### src/sar_seq_defines.vh
`ifndef SAR_SEQ_DEFINES_VH
`define SAR_SEQ_DEFINES_VH

// ==========================================================
// Register byte offsets
`define OFS_CTRL        8'h00
`define OFS_STATUS      8'h04
`define OFS_RESULT      8'h08
`define OFS_IRQ_STAT    8'h0c
`define OFS_IRQ_MASK    8'h10

// ==========================================================
// Control register fields
`define CTRL_SPAN_BIT   0
`define CTRL_HIGHZ_BIT  1
`define CTRL_RESET_VAL  2'h0

// ==========================================================
// Status register fields
`define STAT_BUSY_BIT   0
`define STAT_CLAMP_BIT  1
`define STAT_OVFLG_BIT  2

// ==========================================================
// Result register: code in low half, status bits above it
`define RES_CODE_LSB    0
`define RES_OVFLG_BIT   16
`define RES_CLAMP_BIT   17
`define RES_SPAN_BIT    18
`define RES_HIGHZ_BIT   19

// ==========================================================
// Interrupt fields, same layout in status and mask
`define IRQ_DONE_BIT    0
`define IRQ_OV_BIT      1
`define IRQ_WIDTH       2

// ==========================================================
// Converter constants
`define CODE_BITS       16
`define CODE_MSB_SET    16'h8000
`define CODE_SIGN_FLIP  16'h8000

// ==========================================================
// Timing: bit-trial period of the internal oscillator
`define PCLK_PERIOD_NS  10
`define TRIAL_PERIOD_NS 40
`define TRIAL_DIV       ((`TRIAL_PERIOD_NS + `PCLK_PERIOD_NS - 1) / `PCLK_PERIOD_NS)

`endif

### src/conv_osc.v
// ==========================================================
// Conversion oscillator: tick every DIV cycles while run is high
module conv_osc #(
	parameter DIV = 4,
	parameter CW  = 8
) (
	input  wire clk,
	input  wire rst_n,
	input  wire run,
	output reg  tick
);
	reg [CW-1:0] cnt_reg;

	// Restarts from zero on each conversion so every trial gets full settling
	always @(posedge clk or negedge rst_n) begin
		if (!rst_n) begin
			cnt_reg <= {CW{1'b0}};
			tick    <= 1'b0;
		end else if (!run) begin
			cnt_reg <= {CW{1'b0}};
			tick    <= 1'b0;
		end else if (cnt_reg == DIV[CW-1:0] - 1'b1) begin
			cnt_reg <= {CW{1'b0}};
			tick    <= 1'b1;
		end else begin
			cnt_reg <= cnt_reg + 1'b1;
			tick    <= 1'b0;
		end
	end
endmodule // conv_osc

### src/sar_conversion_sequencer.v
//
// Contract
// - Start input rising edge ends acquisition, starts conversion
// - Binary search, sixteen trials, MSB first
// - After last trial form code, drop busy
// - Internal oscillator times trials, no serial clock
// - Result is two's complement around zero
// - Overrange saturates to 0x7FFF, span scales
// - Underrange saturates to 0x8000, span scales
// - Clamp engaged sets overvoltage flag
// - Flag sticky, cleared only by reading it
// - Clamp state also in result status bits
// - Span compression off after reset, writable
// - High-impedance mode off after reset, writable
//
// The APB slave port and the register addresses were chosen for this implementation.
`include "sar_seq_defines.vh"

module sar_conversion_sequencer #(
	parameter TRIAL_DIV = `TRIAL_DIV
) (
	input  wire        pclk,
	input  wire        presetn,
	input  wire        psel,
	input  wire        penable,
	input  wire        pwrite,
	input  wire [7:0]  paddr,
	input  wire [31:0] pwdata,
	output reg  [31:0] prdata,
	output reg         pready,
	output reg         pslverr,
	input  wire        conversion_start,
	input  wire        comparator_out,
	input  wire        clamp_active,
	output reg  [15:0] dac_trial_code,
	output reg         sample_hold,
	output reg         busy,
	output reg         span_compress_en,
	output reg         high_z_en,
	output reg         irq
);

	// ==========================================================
	// Pin synchronisation
	wire       start_sync;
	wire       comp_sync;
	wire       clamp_sync;
	reg        start_prev_reg;
	wire       start_rise;

	sync2 #(
		.W (3)
	) u_pin_sync (
		.clk   (pclk),
		.rst_n (presetn),
		.d     ({conversion_start, comparator_out, clamp_active}),
		.q     ({start_sync, comp_sync, clamp_sync})
	);

	// Edge detect on the synchronised start level
	// Reset value matches the idle-low pin, so release gives no false edge
	always @(posedge pclk or negedge presetn) begin
		if (!presetn) begin
			start_prev_reg <= 1'b0;
		end else begin
			start_prev_reg <= start_sync;
		end
	end

	assign start_rise = start_sync & ~start_prev_reg;

	// ==========================================================
	// Conversion state machine
	localparam ST_ACQ  = 2'd0;
	localparam ST_HOLD = 2'd1;
	localparam ST_CONV = 2'd2;

	reg  [1:0]  state_reg;
	reg  [1:0]  state_next;
	reg  [15:0] trial_reg;
	reg  [15:0] trial_next;
	reg  [15:0] mask_reg;
	reg  [15:0] mask_next;
	reg  [15:0] result_reg;
	reg  [15:0] result_next;
	reg         done_pulse;
	wire        osc_tick;
	wire        osc_run;
	wire        last_trial;

	assign osc_run    = (state_reg != ST_ACQ);
	// The lowest bit is the sixteenth and final trial
	assign last_trial = (mask_reg == 16'h0001);

	// Trial timing comes from its own divider, never from the bus; the
	// comparator reaches a decision two edges late through its synchroniser,
	// so a trial shorter than three cycles would judge a stale comparison
	conv_osc #(
		.DIV (TRIAL_DIV),
		.CW  (8)
	) u_conv_osc (
		.clk   (pclk),
		.rst_n (presetn),
		.run   (osc_run),
		.tick  (osc_tick)
	);

	// Next-state logic; comparator high means the input is at or above the trial
	always @* begin
		state_next  = state_reg;
		trial_next  = trial_reg;
		mask_next   = mask_reg;
		result_next = result_reg;
		done_pulse  = 1'b0;
		case (state_reg)
			ST_ACQ: begin
				if (start_rise) begin
					state_next = ST_HOLD;
					trial_next = `CODE_MSB_SET;
					mask_next  = `CODE_MSB_SET;
				end
			end
			ST_HOLD: begin
				// One oscillator period for the held charge to settle
				if (osc_tick) begin
					state_next = ST_CONV;
				end
			end
			ST_CONV: begin
				if (osc_tick) begin
					// Keep or drop the current bit, then try the next lower one
					if (!comp_sync) begin
						trial_next = trial_reg & ~mask_reg;
					end
					mask_next  = mask_reg >> 1;
					trial_next = trial_next | (mask_reg >> 1);
					if (last_trial) begin
						// Offset binary flipped to two's complement; all-ones and
						// all-zero searches land on the saturated end codes
						result_next = trial_next ^ `CODE_SIGN_FLIP;
						state_next  = ST_ACQ;
						done_pulse  = 1'b1;
					end
				end
			end
			default: begin
				state_next = ST_ACQ;
			end
		endcase
	end

	// Result only moves on completion, so readout is stable between ends
	always @(posedge pclk or negedge presetn) begin
		if (!presetn) begin
			state_reg      <= ST_ACQ;
			trial_reg      <= 16'h0000;
			mask_reg       <= 16'h0000;
			result_reg     <= 16'h0000;
			dac_trial_code <= 16'h0000;
			sample_hold    <= 1'b0;
			busy           <= 1'b0;
		end else begin
			state_reg      <= state_next;
			trial_reg      <= trial_next;
			mask_reg       <= mask_next;
			result_reg     <= result_next;
			dac_trial_code <= trial_next;
			sample_hold    <= (state_next != ST_ACQ);
			busy           <= (state_next != ST_ACQ);
		end
	end

	// ==========================================================
	// Configuration and overvoltage flag
	reg        ov_flag_reg;
	reg        ov_flag_next;
	reg [1:0]  irq_stat_reg;
	reg [1:0]  irq_stat_next;
	reg [1:0]  irq_mask_reg;
	wire       acc_edge;
	wire       wr_edge;
	wire       rd_edge;
	wire       ov_clear;
	wire       ctrl_wr;
	wire       irq_stat_wr;
	wire       irq_mask_wr;
	wire [1:0] irq_set;
	wire [1:0] irq_clr;

	// Access completes on the edge where pready is seen high
	assign acc_edge = psel & penable & pready;
	assign wr_edge  = acc_edge & pwrite;
	assign rd_edge  = acc_edge & ~pwrite;
	// Clear only a flag that the read actually returned; one raised after the
	// setup cycle was never seen and must stay up for the next read
	assign ov_clear = rd_edge & (paddr == `OFS_STATUS) & prdata[`STAT_OVFLG_BIT];

	// Write strobes, one per writable offset
	assign ctrl_wr     = wr_edge & (paddr == `OFS_CTRL);
	assign irq_stat_wr = wr_edge & (paddr == `OFS_IRQ_STAT);
	assign irq_mask_wr = wr_edge & (paddr == `OFS_IRQ_MASK);

	// Span and high-Z mode bits, both off out of reset
	always @(posedge pclk or negedge presetn) begin
		if (!presetn) begin
			span_compress_en <= 1'b0;
			high_z_en        <= 1'b0;
		end else if (ctrl_wr) begin
			span_compress_en <= pwdata[`CTRL_SPAN_BIT];
			high_z_en        <= pwdata[`CTRL_HIGHZ_BIT];
		end
	end

	// Sticky flag: a clamp event in the clearing read's cycle survives
	always @* begin
		ov_flag_next = ov_flag_reg;
		if (clamp_sync) begin
			ov_flag_next = 1'b1;
		end else if (ov_clear) begin
			ov_flag_next = 1'b0;
		end
	end

	// Flag register
	always @(posedge pclk or negedge presetn) begin
		if (!presetn) begin
			ov_flag_reg <= 1'b0;
		end else begin
			ov_flag_reg <= ov_flag_next;
		end
	end

	// ==========================================================
	// Interrupts: sticky, write one to clear, set wins
	assign irq_set = {clamp_sync & ~ov_flag_reg, done_pulse};
	assign irq_clr = irq_stat_wr ? pwdata[1:0] : 2'b00;

	// Set wins over a write-one clear in the same cycle; irq follows this
	// value, so the line drops at the edge that clears the last unmasked bit
	always @* begin
		irq_stat_next = (irq_stat_reg & ~irq_clr) | irq_set;
	end

	// Status, mask and the registered interrupt line
	always @(posedge pclk or negedge presetn) begin
		if (!presetn) begin
			irq_stat_reg <= 2'b00;
			irq_mask_reg <= 2'b00;
			irq          <= 1'b0;
		end else begin
			irq_stat_reg <= irq_stat_next;
			if (irq_mask_wr) begin
				irq_mask_reg <= pwdata[1:0];
			end
			irq <= |(irq_stat_next & irq_mask_reg);
		end
	end

	// ==========================================================
	// APB read mux and zero-wait-state answer
	reg [31:0] rd_data;
	reg        rd_err;

	// Address decode; unmapped offsets read zero and flag an error
	always @* begin
		rd_data = 32'h0000_0000;
		rd_err  = 1'b0;
		if (paddr == `OFS_CTRL) begin
			rd_data[`CTRL_SPAN_BIT]  = span_compress_en;
			rd_data[`CTRL_HIGHZ_BIT] = high_z_en;
		end else if (paddr == `OFS_STATUS) begin
			rd_data[`STAT_BUSY_BIT]  = busy;
			rd_data[`STAT_CLAMP_BIT] = clamp_sync;
			rd_data[`STAT_OVFLG_BIT] = ov_flag_reg;
		end else if (paddr == `OFS_RESULT) begin
			rd_data[15:0]           = result_reg;
			rd_data[`RES_OVFLG_BIT] = ov_flag_reg;
			rd_data[`RES_CLAMP_BIT] = clamp_sync;
			rd_data[`RES_SPAN_BIT]  = span_compress_en;
			rd_data[`RES_HIGHZ_BIT] = high_z_en;
		end else if (paddr == `OFS_IRQ_STAT) begin
			rd_data[1:0] = irq_stat_reg;
		end else if (paddr == `OFS_IRQ_MASK) begin
			rd_data[1:0] = irq_mask_reg;
		end else begin
			rd_err = 1'b1;
		end
	end

	// Answer is registered in the setup cycle, so pready rises in the
	// first access cycle; adds no wait state and keeps outputs on flops
	always @(posedge pclk or negedge presetn) begin
		if (!presetn) begin
			prdata  <= 32'h0000_0000;
			pready  <= 1'b0;
			pslverr <= 1'b0;
		end else if (psel && !penable) begin
			prdata  <= pwrite ? 32'h0000_0000 : rd_data;
			pready  <= 1'b1;
			pslverr <= rd_err;
		end else begin
			prdata  <= 32'h0000_0000;
			pready  <= 1'b0;
			pslverr <= 1'b0;
		end
	end

endmodule // sar_conversion_sequencer

### src/sync2.v
// ==========================================================
// Two-stage synchroniser for asynchronous pins
module sync2 #(
	parameter W = 1
) (
	input  wire         clk,
	input  wire         rst_n,
	input  wire [W-1:0] d,
	output wire [W-1:0] q
);
	reg [W-1:0] meta_reg;
	reg [W-1:0] sync_reg;

	// First stage feeds only the second stage
	always @(posedge clk or negedge rst_n) begin
		if (!rst_n) begin
			meta_reg <= {W{1'b0}};
			sync_reg <= {W{1'b0}};
		end else begin
			meta_reg <= d;
			sync_reg <= meta_reg;
		end
	end

	assign q = sync_reg;
endmodule // sync2

### config.mk
export PLATFORM = sky130hd
export DESIGN_NAME = sar_conversion_sequencer
export DESIGN_NICKNAME = d
export VERILOG_FILES = /design/src/conv_osc.v /design/src/sar_conversion_sequencer.v /design/src/sync2.v
export VERILOG_INCLUDE_DIRS = /design/src
export SDC_FILE = /design/constraint.sdc
export NUM_CORES = 1
export LEC_CHECK = 0
export BUFFER_PORTS_ARGS = -buffer_cell sky130_fd_sc_hd__buf_2
export CORE_MARGIN = 4
export CORE_UTILIZATION = 53
export DETAILED_ROUTE_END_ITERATION = 10
export GPL_TIMING_DRIVEN = 0
export PLACE_DENSITY = 0.9
export SKIP_CTS_REPAIR_TIMING = 1
export SYNTH_ARGS = -nofsm -noshare
export SYNTH_HDL_FRONTEND = slang
export SYNTH_SLANG_ARGS = --single-unit
### constraint.sdc
create_clock -name pclk -period 2.15 [get_ports pclk]
set_input_delay 0.215 -clock pclk [delete_from_list [all_inputs] [get_ports pclk]]
set_output_delay 0.215 -clock pclk [all_outputs]
set_load 0.05 [all_outputs]
Yosys cells after proc, flatten, opt, wreduce, memory -nomap -nowiden
Index checks and enable logic that the tools add are counted.
{"block": "totals", "register_bits": 109, "in_bits": 48, "out_inout_bits": 55, "wordCells": 103}
{"block": "op_classes", "n_addsub": 1, "n_eq_ne": 10, "mux": 40, "n_bitwise": 22, "n_reduce_logical": 11}
{"op": "$mux 16", "count": 6}
{"op": "$pmux 16 s2", "count": 2}
{"op": "$mux 18", "count": 2}
{"op": "$mux 32", "count": 1}
{"op": "$mux 20", "count": 1}
{"op": "$mux 2", "count": 9}
{"op": "$mux 17", "count": 1}
{"op": "$and 16x16->16", "count": 1}
{"op": "$eq 16x1->1 const B", "count": 1}
{"op": "$eq 8x4->1 const B", "count": 2}
{"op": "$mux 8", "count": 2}
{"op": "$not 16->16", "count": 1}
{"op": "$or 16x15->16", "count": 1}
{"op": "$mux 1", "count": 14}
{"op": "$and 1x1->1", "count": 11}
{"op": "$add 8x1->8 const B", "count": 1}
{"op": "$eq 8x2->1 const B", "count": 1}
{"op": "$eq 8x3->1 const B", "count": 1}
{"op": "$eq 8x5->1 const B", "count": 1}
{"op": "$logic_not 8->1", "count": 1}
{"op": "$reduce_bool 2->1", "count": 4}
{"op": "$pmux 2 s3", "count": 1}
{"op": "$reduce_and 3->1", "count": 2}
{"op": "$and 2x2->2", "count": 2}
{"op": "other kinds (12)", "count": 15}

Longest topological paths before layout
{"block": "depth", "word_depth": 10, "depth_mapped": 6, "ltp_nobuf": 5}

Modules after synthesis
A second synthesis with hierarchy kept.
{"block": "unflattened", "hier_cells": 347, "area_unflattened_um2": 4125.2}
{"mod": "sar_conversion_sequencer", "instances": 1, "cells_per_inst": 301, "area_per_inst_um2": 3553.4}
{"mod": "conv_osc", "instances": 1, "cells_per_inst": 40, "area_per_inst_um2": 421.7}
{"mod": "sync2", "instances": 1, "cells_per_inst": 6, "area_per_inst_um2": 150.1}

Worst setup path before layout
No wires, ideal clock.
{"block": "synth_path", "kind": "register to register", "start": "reg mask_reg[9]", "end": "reg result_reg[10]", "setup_ns": 0.128, "arrival_time_ns": 1.632, "slack_ns": 0.390, "path_stages_with_launch": 6, "n_path_buf": 1, "synth_period_minus_slack_ns": 1.760, "path_cell_list": "dfrtp_1 -> nor4_1 -> and4b_1 -> nand4_4 -> buf_4 -> mux2_1"}
{"block": "synth_via", "elab_chain_cells": 2}
{"element": "start: declaration", "line": "sar_conversion_sequencer.v:82", "source": "reg [15:0] mask_reg;"}
{"element": "start signal: assignment", "line": "sar_conversion_sequencer.v:165", "source": "mask_reg <= mask_next;"}
{"element": "$eq 16x1->1", "line": "sar_conversion_sequencer.v:93", "source": "assign last_trial = (mask_reg == 16'h0001);"}
{"element": "$reduce_and 3->1 (no line)"}
{"element": "end signal: assignment", "line": "sar_conversion_sequencer.v:166", "source": "result_reg <= result_next;"}
{"element": "end: declaration", "line": "sar_conversion_sequencer.v:84", "source": "reg [15:0] result_reg;"}
Every way passes these cells.
A chain may end at the register's enable or synchronous reset.

Worst setup path in the final report
{"block": "layout_path", "start": "reg state_reg[0]", "end": "reg trial_reg[5]"}
{"block": "layout_via", "elab_chain_cells": 3, "elab_cells_between_ends": 7, "cone_classes": "eq/ne (3); mux (1); reduce/logical (3)"}
{"element": "start: declaration", "line": "sar_conversion_sequencer.v:78", "source": "reg [1:0] state_reg;"}
{"element": "start signal: assignment", "line": "sar_conversion_sequencer.v:163", "source": "state_reg <= state_next;"}
{"element": "$eq 2x2->1 / $logic_not 2->1 (equally long branches)", "line": "sar_conversion_sequencer.v:115", "source": "case (state_reg)"}
{"element": "$ne 2x1->1 (no line) (tied with other cells)"}
{"element": "$reduce_and 3->1 (no line)"}
{"element": "end signal: assignment", "line": "sar_conversion_sequencer.v:164", "source": "trial_reg <= trial_next;"}
{"element": "end: declaration", "line": "sar_conversion_sequencer.v:80", "source": "reg [15:0] trial_reg;"}
Several ways; a longest one is shown, not always the timed one.

==> reports/metrics.yaml <==
run_status:
  status: "complete, no violations"
clock_network:
  clock_latency_ns: 0.36
  cts_tree: "done"
  cts.sinks: 97
  cts_buffers: 9
  htreeDepth: 3
  cts_root_buf: "clkbuf_8"
  cts_buffer_depth: 2
  clk_pin_slew_ns: 0.09
sta:
  finalHoldViolations: 0
  rsz0062_at_grt: "false"
  setup_viol: 0
  worstMarginPinSlew_ns: 0.550
  slew_headroom_pct: 63.1
  fin_setup_tns_ns: 0
  period_minus_slack_ns: 1.98
  slew_viol_final: 0
  max_freq_ghz: 0.504
  finClkSkew_ns: 0.00996
  fin_crit_sh_pct: 92.3
final_layout:
  top_register: "prdata"
  diodes: 0
  drive_gt1_share_pct: 25.9
  largest_reg_flops: 20
  synthToLayoutAreaGrowth_pct: 19.2
  fin_nets: 453
critical_path:
  rrSetupSlack_ns: 0.17
  critPathMaxFanout: 10
  worst-setup-path-type: "reg2reg"
  start_kind: "flip-flop"
  rr_endpoint: "trial_reg[5]"
  crit_required_ns: 2.44
  arrival_ns: 2.27
  end_kind: "flip-flop"
  regToRegStartpoint: "state_reg[0]"
  reg2regPathDepth: 5
die:
  coreArea_um2: 7330
  die_w_um: 95.1
  die_h_um: 95.1
  initial_core_util_pct: 54.8
  pin_count: 103
  std_cell_rows: 31
  die_area_um2: 9040
synthesis:
  synthDistinctLibCells: 46
  synth_top_flop_cell: "dfrtp_1"
  yosysTopAreaCell: "dfrtp_1"
  ys_warn_count: 0
  synth.area.top_cells: "dfrtp_1 (60%), a22o_1 (6.3%), mux2_1 (3.6%), and2_1 (3.0%), nand2b_1 (2.8%)"
  syn_area_um2: 4020
  syn_area_per_cell_um2: 12.6
  syn_inst: 319
  synth_top_area_share_pct: 60.4
  yosysMostFrequentCell: "dfrtp_1"
  synth_edf_count: 0
  seq_area_frac_synth_pct: 60.4
  ys_seq_elements: 97
  async_reset_ff_share_pct: 100
  yosys-top-cells-count: "dfrtp_1 (97), a22o_1 (29), and2_1 (19)"
global_route:
  track_usage_pct: 18.4
  overflow: 0
  grt_pass1_vias: 2743
  grt_pass1_wl_um: 12800
  grt_max_degree: 78
  antenna_found_initial: 0
power_and_ir_drop:
  power.density_nw_per_um2: 801
  ir_worst_vdd_uv: 604
  total_power_mw: 3.84
  p_leak_nw: 2.54
route:
  drc: 0
  drtIter0Drc: 172
  wire_per_inst_um: 15.6
  first_pass_iters: 4
  drt_wl_total_um: 7950
  ant_nets: 0
  vias: 2773
  vias_per_cell: 5.46
worst_hold_path:
  hold_end: "pready"
  holdPathStages: 2
  worstHoldStart: "penable"
  min_path_type: "in2reg"
run:
  drv_cap: 0
place:
  place_congestion: 0.902
  place_hpwl_um: 5740
  port_buffers: 58
worst max-delay path by stage:
| stage | startpoint | endpoint | slack (ns) |
|---|---|---|---|
| after CTS | mask_reg[9] | result_reg[15] | 0.11 |
| after detailed placement | mask_reg[9] | result_reg[15] | 0.13 |
| after global placement | presetn | u_pin_sync.q[1] | 0.007 |
| after floorplan | mask_reg[9] | result_reg[10] | 0.39 |
| final | state_reg[0] | trial_reg[5] | 0.17 |
| after global routing | state_reg[0] | trial_reg[10] | 0.02 |
where the power goes:
group          internal (mW)  total, mW  leakage, nW  switching, mW
clock network          0.727       1.35        0.120          0.619
logic                  0.155      0.510         1.12          0.354
registers               1.90       1.98         1.30         0.0835
total                   2.78       3.84         2.54           1.06
cells by family (layout without fill, tap and decap cells):
kind of cell	Yosys count	in the layout	synth area share (%)
other	1	12	0.0933
xor gates and xnor gates	6	6	1.31
buffers and inverters	29	108	4.11
adders and majority gates	1	1	0.311
and+or+nand+nor	100	100	15.1
muxes	20	20	6.26
DFF	97	97	60.4
AOI/OAI and AO/OA	65	65	12.4
cell type report:
class                           instances  area, um^2
Buffer                                 25         151
Clock buffer                           11         151
Multi-Input combinational cell        204        1480
Clock inverter                          5        86.3
Fill cell                             538        2540
Tap cell                               99         124
Sequential cell                        97        2430
Inverter                                4        15.0
Timing Repair Buffer                   63         360
metal layers:
metal,share of wire [%],track usage (%)
met1,43,23.1
met2,48,30.3
met3,6.6,5.21
met4,2.1,7.21
met5,0,0
worst max-delay path, cell delays in order, from the launching register on:
cell and delay, ns:
dfrtp_1 0.42, nor2b_1 0.27, and2_1 0.19, clkbuf_1 0.36, buf_1 0.48, a22o_1 0.21
cells in the final DEF (no fill, tap or decap), types with 3 or more instances in the layout:
cell            n
a21o_1         14
a22o_1         29
a31oi_1         3
and2_1         19
and3_1          3
buf_2          60
buf_4          15
clkbuf_1        6
clkbuf_8       11
conb_1         12
dfrtp_1        97
dlygate4sd3_1   4
inv_1           4
mux2_1         13
mux2_2          5
nand2_1        12
nand2b_1       18
nand3_1         7
nor2_1         14
nor2b_1         4
nor3_1          5
o21ai_0         7
o21ai_1         5
xor2_1          5
metrics by stage:
| stage | instances | cell area, um^2 | hold slack [ns] | utilization, % | worst slack [ns] |
|---|---|---|---|---|---|
| final | 508 | 4790 | 0.0573 | 65.4 | 0.165 |
| after global routing | 508 | 4790 | 0.0404 | 65.4 | 0.0183 |
| after CTS | 504 | 4740 | -0.277 | 64.7 | 0.107 |
| after detailed placement | 488 | 4510 | 0.120 | 61.5 | 0.135 |
| after global placement | 487 | 4480 | 0.324 | 61.1 | 0.00674 |
| after floorplan | 330 | 4060 | -0.0806 | - | 0.390 |
Power figures use the tool's default switching activity.
